$ cat src/soft_pin_pkg.sv
package soft_pin_pkg;
    // ----------------------------------------
    // Register map
    // ----------------------------------------
    localparam logic [11:0] ADDR_OUT_SCALE   = 12'hc05;
    localparam logic [11:0] ADDR_LOOP_TOL    = 12'hc06;
    localparam logic [11:0] ADDR_XFER_TRIG   = 12'hc07;
    localparam logic [11:0] ADDR_RESET_DL    = 12'hc08;
    localparam logic [11:0] ADDR_NVM_STATUS  = 12'hd00;
    localparam logic [11:0] ADDR_UPDATE      = 12'h005;
    localparam logic [11:0] ADDR_SECT_EN     = 12'hc03;
    localparam logic [11:0] ADDR_IRQ_STATUS  = 12'he00;
    localparam logic [11:0] ADDR_IRQ_MASK    = 12'he01;
    // ----------------------------------------
    // Fields and reset values
    // ----------------------------------------
    localparam logic [7:0]  OUT_SCALE_MASK   = 8'h0f;
    localparam logic [7:0]  LOOP_TOL_MASK    = 8'h1f;
    localparam logic [7:0]  UPDATE_CODE      = 8'h01;
    localparam logic [7:0]  OUT_SCALE_RST    = 8'h00;
    localparam logic [7:0]  LOOP_TOL_RST     = 8'h00;
    localparam int          ROM_BIT          = 3;
    localparam int          FAULT_BIT        = 2;
    localparam int          LOAD_BIT         = 1;
    localparam int          SAVE_BIT         = 0;
    localparam logic [1:0]  IRQ_ROM_DONE     = 2'h1;
    localparam logic [1:0]  IRQ_NVM_FAULT    = 2'h2;
    // ----------------------------------------
    // Timing
    // ----------------------------------------
    localparam int          ROM_LOAD_NS      = 1000;
    localparam int          CLK_NS           = 10;
    localparam int          ROM_LOAD_CYC     = (ROM_LOAD_NS + CLK_NS - 1) / CLK_NS;

    typedef struct packed {
        logic [1:0] ch1_div;
        logic [1:0] ch0_div;
        logic       high_pm;
        logic [1:0] loop_bw;
        logic [1:0] ref_tol;
    } soft_cfg_t;

    typedef struct packed {
        logic [11:0] addr;
        logic [7:0]  wdata;
        logic        wr;
        logic        rd;
    } reg_req_t;
endpackage

$ cat src/soft_pin_config_loader.sv
// Notes on behaviour
// RULE_01 - Channel 1 divide code in bits 3:2
// RULE_02 - Channel 0 divide code in bits 1:0
// RULE_03 - Bit 4 picks high phase margin filter
// RULE_04 - Loop bandwidth code, default 50 Hz
// RULE_05 - Reference tolerance code, default 10%/8%
// RULE_06 - Start bit loads ROM, clears when done
// RULE_07 - Reset bit resets core, loads, self-clears
// RULE_08 - Staged values apply only after trigger
// RULE_09 - Status read-only, refreshed by update write
// RULE_10 - Status bit 3 high during ROM fetch
// RULE_11 - Status bit 2 on nonvolatile fault
// RULE_12 - Status bit 1 during EEPROM load
// RULE_13 - Status bit 0 during EEPROM save
// RULE_14 - Soft section needs enable and pin low
// RULE_15 - Reserved bits ignore writes, read zero
module soft_pin_config_loader
    import soft_pin_pkg::*;
#(
    parameter int ROM_CYC = ROM_LOAD_CYC
) (
    input  wire logic                    ref_clk,
    input  wire logic                    rst,
    input  wire soft_pin_pkg::reg_req_t  req,
    output logic [7:0]                   rdata,
    input  wire logic                    pin_strap_select,
    input  wire logic                    nvm_load_busy,
    input  wire logic                    nvm_save_busy,
    input  wire logic                    nvm_fault,
    output soft_pin_pkg::soft_cfg_t      active_cfg,
    output logic                         core_soft_reset,
    output logic                         rom_fetch,
    output logic                         irq
);
    import soft_pin_pkg::*;

    typedef enum logic [1:0] {
        ST_IDLE = 2'b01,
        ST_LOAD = 2'b10
    } load_state_t;

    // ----------------------------------------
    // Pin and status synchronisers
    // ----------------------------------------
    // Three stages; a change counts when stages two and three agree.
    logic [3:0] sync1_r;
    logic [3:0] sync2_r;
    logic [3:0] sync3_r;
    logic [3:0] filt_r;
    always_ff @(posedge ref_clk) begin
        if (rst) begin
            sync1_r <= 4'h0;
            sync2_r <= 4'h0;
            sync3_r <= 4'h0;
            filt_r  <= 4'h0;
        end else begin
            sync1_r <= {pin_strap_select, nvm_load_busy, nvm_save_busy, nvm_fault};
            sync2_r <= sync1_r;
            sync3_r <= sync2_r;
            filt_r  <= (sync2_r & sync3_r) | (filt_r & (sync2_r | sync3_r));
        end
    end
    wire pin_low   = ~filt_r[3];
    wire load_busy = filt_r[2];
    wire save_busy = filt_r[1];
    wire fault_in  = filt_r[0];

    // ----------------------------------------
    // Register decode
    // ----------------------------------------
    wire wr_out   = req.wr && (req.addr == ADDR_OUT_SCALE);
    wire wr_loop  = req.wr && (req.addr == ADDR_LOOP_TOL);
    wire wr_xfer  = req.wr && (req.addr == ADDR_XFER_TRIG) && req.wdata[0];
    wire wr_rdl   = req.wr && (req.addr == ADDR_RESET_DL) && req.wdata[0];
    wire wr_upd   = req.wr && (req.addr == ADDR_UPDATE) && (req.wdata == UPDATE_CODE);
    wire wr_en    = req.wr && (req.addr == ADDR_SECT_EN);
    wire wr_istat = req.wr && (req.addr == ADDR_IRQ_STATUS);
    wire wr_imask = req.wr && (req.addr == ADDR_IRQ_MASK);

    logic [7:0]  out_scale_r;
    logic [7:0]  loop_tol_r;
    logic        sect_en_r;
    logic        xfer_r;
    logic        rdl_r;
    logic [7:0]  status_r;
    logic [1:0]  irq_stat_r;
    logic [1:0]  irq_mask_r;
    logic [7:0]  rdata_r;
    soft_cfg_t   cfg_r;
    logic        core_rst_r;
    load_state_t state_r;
    load_state_t state_nxt;
    logic [15:0] cnt_r;

    // Staging registers; reserved bits masked off on write
    always_ff @(posedge ref_clk) begin
        if (rst) begin
            out_scale_r <= OUT_SCALE_RST;
            loop_tol_r  <= LOOP_TOL_RST;
            sect_en_r   <= 1'b0;
        end else begin
            if (wr_out)
                out_scale_r <= req.wdata & OUT_SCALE_MASK; // [RULE_15]
            if (wr_loop)
                loop_tol_r <= req.wdata & LOOP_TOL_MASK; // [RULE_15]
            if (wr_en)
                sect_en_r <= req.wdata[0];
        end
    end

    // ----------------------------------------
    // Download sequencer
    // ----------------------------------------
    wire load_done = (state_r == ST_LOAD) && (cnt_r == 16'(ROM_CYC - 1));
    wire sect_live = sect_en_r && pin_low; // [RULE_14]

    always_comb begin
        state_nxt = state_r;
        case (state_r)
            ST_IDLE: if (wr_xfer || wr_rdl) state_nxt = ST_LOAD;
            ST_LOAD: if (load_done) state_nxt = ST_IDLE;
            default: state_nxt = ST_IDLE;
        endcase
    end

    always_ff @(posedge ref_clk) begin
        if (rst) begin
            state_r    <= ST_IDLE;
            cnt_r      <= 16'h0;
            xfer_r     <= 1'b0;
            rdl_r      <= 1'b0;
            core_rst_r <= 1'b0;
        end else begin
            state_r    <= state_nxt;
            cnt_r      <= (state_r == ST_LOAD) ? cnt_r + 16'h1 : 16'h0;
            if (state_r == ST_IDLE && wr_xfer)
                xfer_r <= 1'b1; // [RULE_06]
            else if (load_done)
                xfer_r <= 1'b0; // [RULE_06]
            if (state_r == ST_IDLE && wr_rdl)
                rdl_r <= 1'b1; // [RULE_07]
            else if (load_done)
                rdl_r <= 1'b0; // [RULE_07]
            // One-cycle core reset pulse; register map untouched
            core_rst_r <= (state_r == ST_IDLE) && wr_rdl; // [RULE_07]
        end
    end

    // Applied settings move only at end of a download
    always_ff @(posedge ref_clk) begin
        if (rst) begin
            cfg_r <= '0;
        end else if (load_done && sect_live) begin
            cfg_r.ch1_div <= out_scale_r[3:2]; // [RULE_01] [RULE_08]
            cfg_r.ch0_div <= out_scale_r[1:0]; // [RULE_02] [RULE_08]
            cfg_r.high_pm <= loop_tol_r[4];    // [RULE_03]
            cfg_r.loop_bw <= loop_tol_r[3:2];  // [RULE_04]
            cfg_r.ref_tol <= loop_tol_r[1:0];  // [RULE_05]
        end
    end

    // ----------------------------------------
    // Status snapshot and interrupts
    // ----------------------------------------
    wire [7:0] live_status = {4'h0, (state_r == ST_LOAD), fault_in, load_busy, save_busy};
    wire [1:0] irq_evt = {fault_in & ~status_r[FAULT_BIT] & wr_upd, load_done};

    always_ff @(posedge ref_clk) begin
        if (rst) begin
            status_r   <= 8'h00;
            irq_stat_r <= 2'h0;
            irq_mask_r <= 2'h0;
        end else begin
            if (wr_upd)
                status_r <= live_status; // [RULE_09] [RULE_10] [RULE_11] [RULE_12] [RULE_13]
            // Set wins over write-one-to-clear
            irq_stat_r <= (irq_stat_r & ~(wr_istat ? req.wdata[1:0] : 2'h0)) | irq_evt;
            if (wr_imask)
                irq_mask_r <= req.wdata[1:0];
        end
    end

    // Read mux; unmapped and reserved read zero
    wire [7:0] rd_mux =
        (req.addr == ADDR_OUT_SCALE)  ? out_scale_r :
        (req.addr == ADDR_LOOP_TOL)   ? loop_tol_r :
        (req.addr == ADDR_XFER_TRIG)  ? {7'h0, xfer_r} :
        (req.addr == ADDR_RESET_DL)   ? {7'h0, rdl_r} :
        (req.addr == ADDR_NVM_STATUS) ? status_r :
        (req.addr == ADDR_SECT_EN)    ? {7'h0, sect_en_r} :
        (req.addr == ADDR_IRQ_STATUS) ? {6'h0, irq_stat_r} :
        (req.addr == ADDR_IRQ_MASK)   ? {6'h0, irq_mask_r} : 8'h00; // [RULE_15]

    logic irq_r;
    logic rom_r;
    always_ff @(posedge ref_clk) begin
        if (rst) begin
            rdata_r <= 8'h00;
            irq_r   <= 1'b0;
            rom_r   <= 1'b0;
        end else begin
            rdata_r <= req.rd ? rd_mux : 8'h00;
            irq_r   <= |(irq_stat_r & irq_mask_r);
            rom_r   <= (state_nxt == ST_LOAD);
        end
    end

    assign rdata           = rdata_r;
    assign active_cfg      = cfg_r;
    assign core_soft_reset = core_rst_r;
    assign rom_fetch       = rom_r;
    assign irq             = irq_r;

    // ----------------------------------------
    // Assertions
    // ----------------------------------------
    property p_xfer_clear;
        @(posedge ref_clk) disable iff (rst)
        load_done |=> !xfer_r && !rdl_r;
    endproperty
    a_xfer_clear: assert property (p_xfer_clear) else $error("trigger not cleared"); // [RULE_06]

    property p_xfer_set;
        @(posedge ref_clk) disable iff (rst)
        (state_r == ST_IDLE && wr_xfer) |=> xfer_r && state_r == ST_LOAD;
    endproperty
    a_xfer_set: assert property (p_xfer_set) else $error("start not taken"); // [RULE_06]

    property p_rdl_pulse;
        @(posedge ref_clk) disable iff (rst)
        core_rst_r |=> !core_rst_r && rdl_r;
    endproperty
    a_rdl_pulse: assert property (p_rdl_pulse) else $error("reset pulse wrong"); // [RULE_07]

    property p_cfg_hold;
        @(posedge ref_clk) disable iff (rst)
        !load_done |=> $stable(cfg_r);
    endproperty
    a_cfg_hold: assert property (p_cfg_hold) else $error("config moved early"); // [RULE_08]

    property p_cfg_apply;
        @(posedge ref_clk) disable iff (rst)
        (load_done && sect_live) |=> cfg_r.ch0_div == $past(out_scale_r[1:0])
            && cfg_r.ch1_div == $past(out_scale_r[3:2]) && cfg_r.loop_bw == $past(loop_tol_r[3:2]);
    endproperty
    a_cfg_apply: assert property (p_cfg_apply) else $error("config not applied"); // [RULE_01]

    property p_section_off;
        @(posedge ref_clk) disable iff (rst)
        (load_done && !sect_live) |=> $stable(cfg_r);
    endproperty
    a_section_off: assert property (p_section_off) else $error("disabled section applied"); // [RULE_14]

    property p_status_hold;
        @(posedge ref_clk) disable iff (rst)
        !wr_upd |=> $stable(status_r);
    endproperty
    a_status_hold: assert property (p_status_hold) else $error("status moved"); // [RULE_09]

    property p_rom_bit;
        @(posedge ref_clk) disable iff (rst)
        wr_upd |=> status_r[ROM_BIT] == ($past(state_r) == ST_LOAD);
    endproperty
    a_rom_bit: assert property (p_rom_bit) else $error("rom bit wrong"); // [RULE_10]

    property p_nvm_bits;
        @(posedge ref_clk) disable iff (rst)
        wr_upd |=> status_r[2:0] == {$past(fault_in), $past(load_busy), $past(save_busy)};
    endproperty
    a_nvm_bits: assert property (p_nvm_bits) else $error("nvm bits wrong"); // [RULE_11] [RULE_12] [RULE_13]

    property p_reserved;
        @(posedge ref_clk) disable iff (rst)
        1'b1 |-> out_scale_r[7:4] == 4'h0 && loop_tol_r[7:5] == 3'h0 && status_r[7:4] == 4'h0;
    endproperty
    a_reserved: assert property (p_reserved) else $error("reserved bit set"); // [RULE_15]

    property p_rom_out;
        @(posedge ref_clk) disable iff (rst)
        1'b1 |-> rom_r == (state_r == ST_LOAD);
    endproperty
    a_rom_out: assert property (p_rom_out) else $error("fetch flag wrong"); // [RULE_10]

    property p_cnt_bound;
        @(posedge ref_clk) disable iff (rst)
        (state_r == ST_LOAD) |-> cnt_r < 16'(ROM_CYC);
    endproperty
    a_cnt_bound: assert property (p_cnt_bound) else $error("download overran"); // [RULE_06]

    property p_rdata_idle;
        @(posedge ref_clk) disable iff (rst)
        !req.rd |=> rdata_r == 8'h00;
    endproperty
    a_rdata_idle: assert property (p_rdata_idle) else $error("rdata not idle"); // [RULE_09]

    property p_status_read;
        @(posedge ref_clk) disable iff (rst)
        (req.rd && req.addr == ADDR_NVM_STATUS) |=> rdata_r == $past(status_r);
    endproperty
    a_status_read: assert property (p_status_read) else $error("bad status read"); // [RULE_09]

    property p_retrig;
        @(posedge ref_clk) disable iff (rst)
        (state_r == ST_LOAD && (wr_xfer || wr_rdl)) |=> !core_rst_r;
    endproperty
    a_retrig: assert property (p_retrig) else $error("retrigger taken"); // [RULE_07]

    property p_rdl_set;
        @(posedge ref_clk) disable iff (rst)
        (state_r == ST_IDLE && wr_rdl) |=> rdl_r && core_rst_r && state_r == ST_LOAD;
    endproperty
    a_rdl_set: assert property (p_rdl_set) else $error("reset trigger lost"); // [RULE_07]

    property p_irq_level;
        @(posedge ref_clk) disable iff (rst)
        1'b1 |=> irq_r == (($past(irq_stat_r) & $past(irq_mask_r)) != 2'h0);
    endproperty
    a_irq_level: assert property (p_irq_level) else $error("bad irq"); // [RULE_06] [RULE_11]

    property p_done_evt;
        @(posedge ref_clk) disable iff (rst)
        load_done |=> irq_stat_r[0];
    endproperty
    a_done_evt: assert property (p_done_evt) else $error("done event lost"); // [RULE_06]

    property p_sticky;
        @(posedge ref_clk) disable iff (rst)
        !wr_istat |=> (irq_stat_r & $past(irq_stat_r)) == $past(irq_stat_r);
    endproperty
    a_sticky: assert property (p_sticky) else $error("event bit dropped"); // [RULE_11]

    property p_fault_evt;
        @(posedge ref_clk) disable iff (rst)
        (wr_upd && fault_in && !status_r[FAULT_BIT]) |=> irq_stat_r[1];
    endproperty
    a_fault_evt: assert property (p_fault_evt) else $error("fault event lost"); // [RULE_11]

    property p_onehot;
        @(posedge ref_clk) disable iff (rst)
        1'b1 |-> $onehot(state_r);
    endproperty
    a_onehot: assert property (p_onehot) else $error("state not one-hot"); // [RULE_06]

    property p_rst_src;
        @(posedge ref_clk) disable iff (rst)
        core_rst_r |-> $past(wr_rdl) && $past(state_r) == ST_IDLE;
    endproperty
    a_rst_src: assert property (p_rst_src) else $error("stray core reset"); // [RULE_07]

    property p_trig_busy;
        @(posedge ref_clk) disable iff (rst)
        (xfer_r || rdl_r) |-> state_r == ST_LOAD;
    endproperty
    a_trig_busy: assert property (p_trig_busy) else $error("stale trigger"); // [RULE_06]

    property p_stage_hold;
        @(posedge ref_clk) disable iff (rst)
        !wr_out |=> $stable(out_scale_r);
    endproperty
    a_stage_hold: assert property (p_stage_hold) else $error("staging moved"); // [RULE_08]

    property p_filter;
        @(posedge ref_clk) disable iff (rst)
        (sync2_r[3] != sync3_r[3]) |=> $stable(filt_r[3]);
    endproperty
    a_filter: assert property (p_filter) else $error("pin glitch passed"); // [RULE_14]

    property p_cfg_loop;
        @(posedge ref_clk) disable iff (rst)
        (load_done && sect_live) |=> cfg_r.high_pm == $past(loop_tol_r[4])
            && cfg_r.ref_tol == $past(loop_tol_r[1:0]);
    endproperty
    a_cfg_loop: assert property (p_cfg_loop) else $error("loop setting lost"); // [RULE_03] [RULE_05]

    c_download:  cover property (@(posedge ref_clk) disable iff (rst) load_done && sect_live);
    c_reset_dl:  cover property (@(posedge ref_clk) disable iff (rst) core_rst_r);
    c_irq:       cover property (@(posedge ref_clk) disable iff (rst) irq_r);
    c_fault_irq: cover property (@(posedge ref_clk) disable iff (rst) irq_stat_r[1]);
    c_retrig:    cover property (@(posedge ref_clk) disable iff (rst) wr_rdl && xfer_r);
endmodule // soft_pin_config_loader

$ cat config.mk
export PLATFORM = sky130hd
export DESIGN_NAME = soft_pin_config_loader
export DESIGN_NICKNAME = d
export VERILOG_FILES = /design/src/soft_pin_pkg.sv /design/src/soft_pin_config_loader.sv
export SDC_FILE = /design/constraint.sdc
export NUM_CORES = 1
export LEC_CHECK = 0
export BUFFER_PORTS_ARGS = -buffer_cell sky130_fd_sc_hd__buf_4
export CAP_MARGIN = 10
export CORE_MARGIN = 2
export CORE_UTILIZATION = 40
export CTS_BUF_LIST = sky130_fd_sc_hd__clkbuf_16
export DETAILED_ROUTE_END_ITERATION = 6
export GPL_TIMING_DRIVEN = 0
export PLACE_DENSITY_LB_ADDON = 0.12
export SYNTH_ARGS = -nofsm -noshare
export SYNTH_HDL_FRONTEND = slang
export SYNTH_SLANG_ARGS = --single-unit
$ cat constraint.sdc
create_clock -name ref_clk -period 2.23 [get_ports ref_clk]
set_input_delay 0.1115 -clock ref_clk [delete_from_list [all_inputs] [get_ports ref_clk]]
set_output_delay 0.1115 -clock ref_clk [all_outputs]
set_load 0.02 [all_outputs]
==> flow_summary.ini <==
[finish]
drive_gt1_share_pct = 17.7
antennaDiodeCount = 0
fin_nets = 410
area_growth_from_synthesis_to_final_layout_pct = 27.2
post-route-util_pct = 51.7
fillerInstances = 737
finalNonFillerCells = 483

[setup_path]
critical_path.cell_chain = ha_1, nor4b_2, nand4_1, nor3b_1, buf_4, mux2i_1, nor2_1
path_class = flop to flop
critPathTopFamily = simple AND/OR/NAND/NOR gates
timing.critical_path.from_type = flop
crit_slowest_cell = dfxtp_1
critPathMaxStageDelay_ns = 0.38
worstSetupEndpointType = flop
arrival_ns = 2.24
timing.critical_path.required_ns = 2.42
path_max_fanout = 9
critical_path_buf_inv_count = 1
ff2ff_setup_slack_ns = 0.19

[cts]
ctsLongestPathBuffers = 2
insertion_delay_ns = 0.33
root_buffer = clkbuf_16
tritoncts.num_buffers = 9
cts_tree = yes
clkSlewWorstSetupHoldPaths_ns = 0.05
cts.sinks = 71
number_of_levels_the_h_tree_was_split_into = 3

[synth]
synth-edff-count = 0
synth.cell_area_um2 = 2900
yosys.cell_count.top_type = dfxtp_1
syn_avg_cell_area_um2 = 9.09
synth.top_cell.area_share_pct = 49.0
synth_commonest_cells = dfxtp_1, nor2_1, nand2_1
number_of_cells_produced_by_synthesis = 319
ys_dominant_reg_cell = dfxtp_1
ys_top_cells_by_area = dfxtp_1, mux2i_1, nor2_1
postSynthRegisterBits = 71
seq_area_frac_synth_pct = 49.0
yosysUniqueCellTypes = 45
yosysWarningCount = 0
synthArstFlopShare_pct = 0
yosysTopAreaCell = dfxtp_1

[detailed_routing]
wl_um = 6720
routed_wire_length_per_instance_um = 13.9
drtAntennaViolNets = 0
drt_iter0_markers = 130
via_per_inst = 4.99
drc_errors = 0
drt_pre_antenna_iters = 4
dr_total_vias = 2410

[global_routing]
grt_pass1_wl_um = 10800
number_of_global_route_vias_before_repair = 2180
number_of_antenna_violations_at_the_first_check_in_global_routing = 0
grt_max_degree = 12
grt_overflow = 0
global_route.usage.total_pct = 18.2

[floorplan]
core_region_area_um2 = 7140
initial_utilization_pct = 40.6
die_width_um = 89.2
fp.dieH_um = 89.2
io_pins = 48
std_cell_rows = 31
design.die.area_um2 = 7950

[timing]
max_freq_mhz = 490
clock_skew_ns = 0.00522
timing_max_transition_violations_final = 0
slew_headroom_pct = 55.7
timing.final.setup_violations = 0
setup_slack_ns = 0.188
finalHoldWorstSlack_ns = 0.0162
finalHoldViolations = 0
worst_pin_slew_ns = 0.659
min_period_over_period_pct = 91.6
final_period_minus_worst_setup_slack_ns = 2.04

[placed_design]
io_buffers = 43
place_inst = 463
gp_congestion = 0.903
dpl_worst_slack_ns = -0.541
dp_hpwl_um = 4920

[power_and_ir_drop]
peak_vdd_ir_uv = 461
power_mw = 2.76
total_leakage_power_nw = 1.45
p_per_area_nw_per_um2 = 749

[outcome]
run_status = completed

[min_path]
timing.hold.worst.class = input pin to flop

[job]
timing.max_cap.violations = 0
-- what timing repair did --
action | CTS | global route
hold buffers | 3 | 0
resized for setup | 2 | 3
setup buffers | 1 | 0
pin swaps | 1 | 1
gates cloned | 0 | 0
hold endpoints to repair | 3 | 0
endpoints found under the setup margin | 18 | 9
-- metrics by stage --
| step | instance area, um2 | setup TNS [ns] |
|---|---|---|
| detailed placement | 3350 | -8.00 |
| CTS | 3680 | 0 |
| finish | 3690 | 0 |
| global route | 3690 | -0.0103 |
| floorplan | 2910 | 0 |
| global placement | 3350 | -7.90 |
-- flip-flops by register name (all words and copies together), names as in the netlist, 5 cells and up --
name        count
loop_tol_r      5
rdata           5
cnt_r          16
active_cfg      9
-- layout make-up --
type | instances | area [um2] | share of cell area, %
Buffer | 16 | 77.6 | 2.10
Multi-Input combinational cell | 229 | 1410 | 38.1
Timing Repair Buffer | 47 | 360 | 9.77
Sequential cell | 71 | 1420 | 38.5
Tap cell | 99 | 124 | 3.36
Inverter | 5 | 18.8 | 0.509
Clock buffer | 9 | 225 | 6.10
Clock inverter | 7 | 56.3 | 1.53
-- cell usage in the layout, fill, tap and decap left out, types with 4 or more instances in the layout --
master	netlist	final
a21oi_1	14	14
a22oi_1	5	5
and3_1	6	6
buf_4	3	48
clkbuf_1	9	9
clkbuf_16	0	9
dfxtp_1	71	71
inv_1	5	7
mux2i_1	21	21
nand2_1	29	29
nand3_1	15	15
nand4_1	5	5
nor2_1	46	46
nor2b_1	15	15
nor4_1	6	5
o21ai_0	8	8
or3_1	4	4
xor2_1	11	11
-- power breakdown --
group          internal (mW)  switching (mW)
sequential              1.28         0.00437
combinational         0.0617          0.0746
clock                  0.846           0.497
-- path summary, 6_finish.rpt --
kind	from	cells past startpoint	endpoint
max	state_r[1]	7	active_cfg[8]
max reg2reg	state_r[1]	7	active_cfg[8]
min	pin_strap_select	2	sync1_r[3]
min reg2reg	sync1_r[0]	1	sync2_r[0]
-- routing by layer --
metal	routed length, um	GRT usage [%]	vias up
met5	0	0	-
met4	78	6.92	0
met3	505	5.63	7
met2	2820	24.9	61
met1	3310	26.7	1111
li1	-	-	1231
-- cells by family after synthesis --
| logic type | after synthesis | synth area share (%) |
|---|---|---|
| AOI/OAI and AO/OA | 39 | 8.63 |
| and+or+nand+nor | 149 | 26.3 |
| buffers and inverters | 21 | 3.19 |
| xor gates and xnor gates | 14 | 4.23 |
| DFF | 71 | 49.0 |
| muxes | 21 | 7.25 |
| adders and majority gates | 3 | 1.29 |
| other | 1 | 0.129 |
Power figures use the tool's default switching activity.
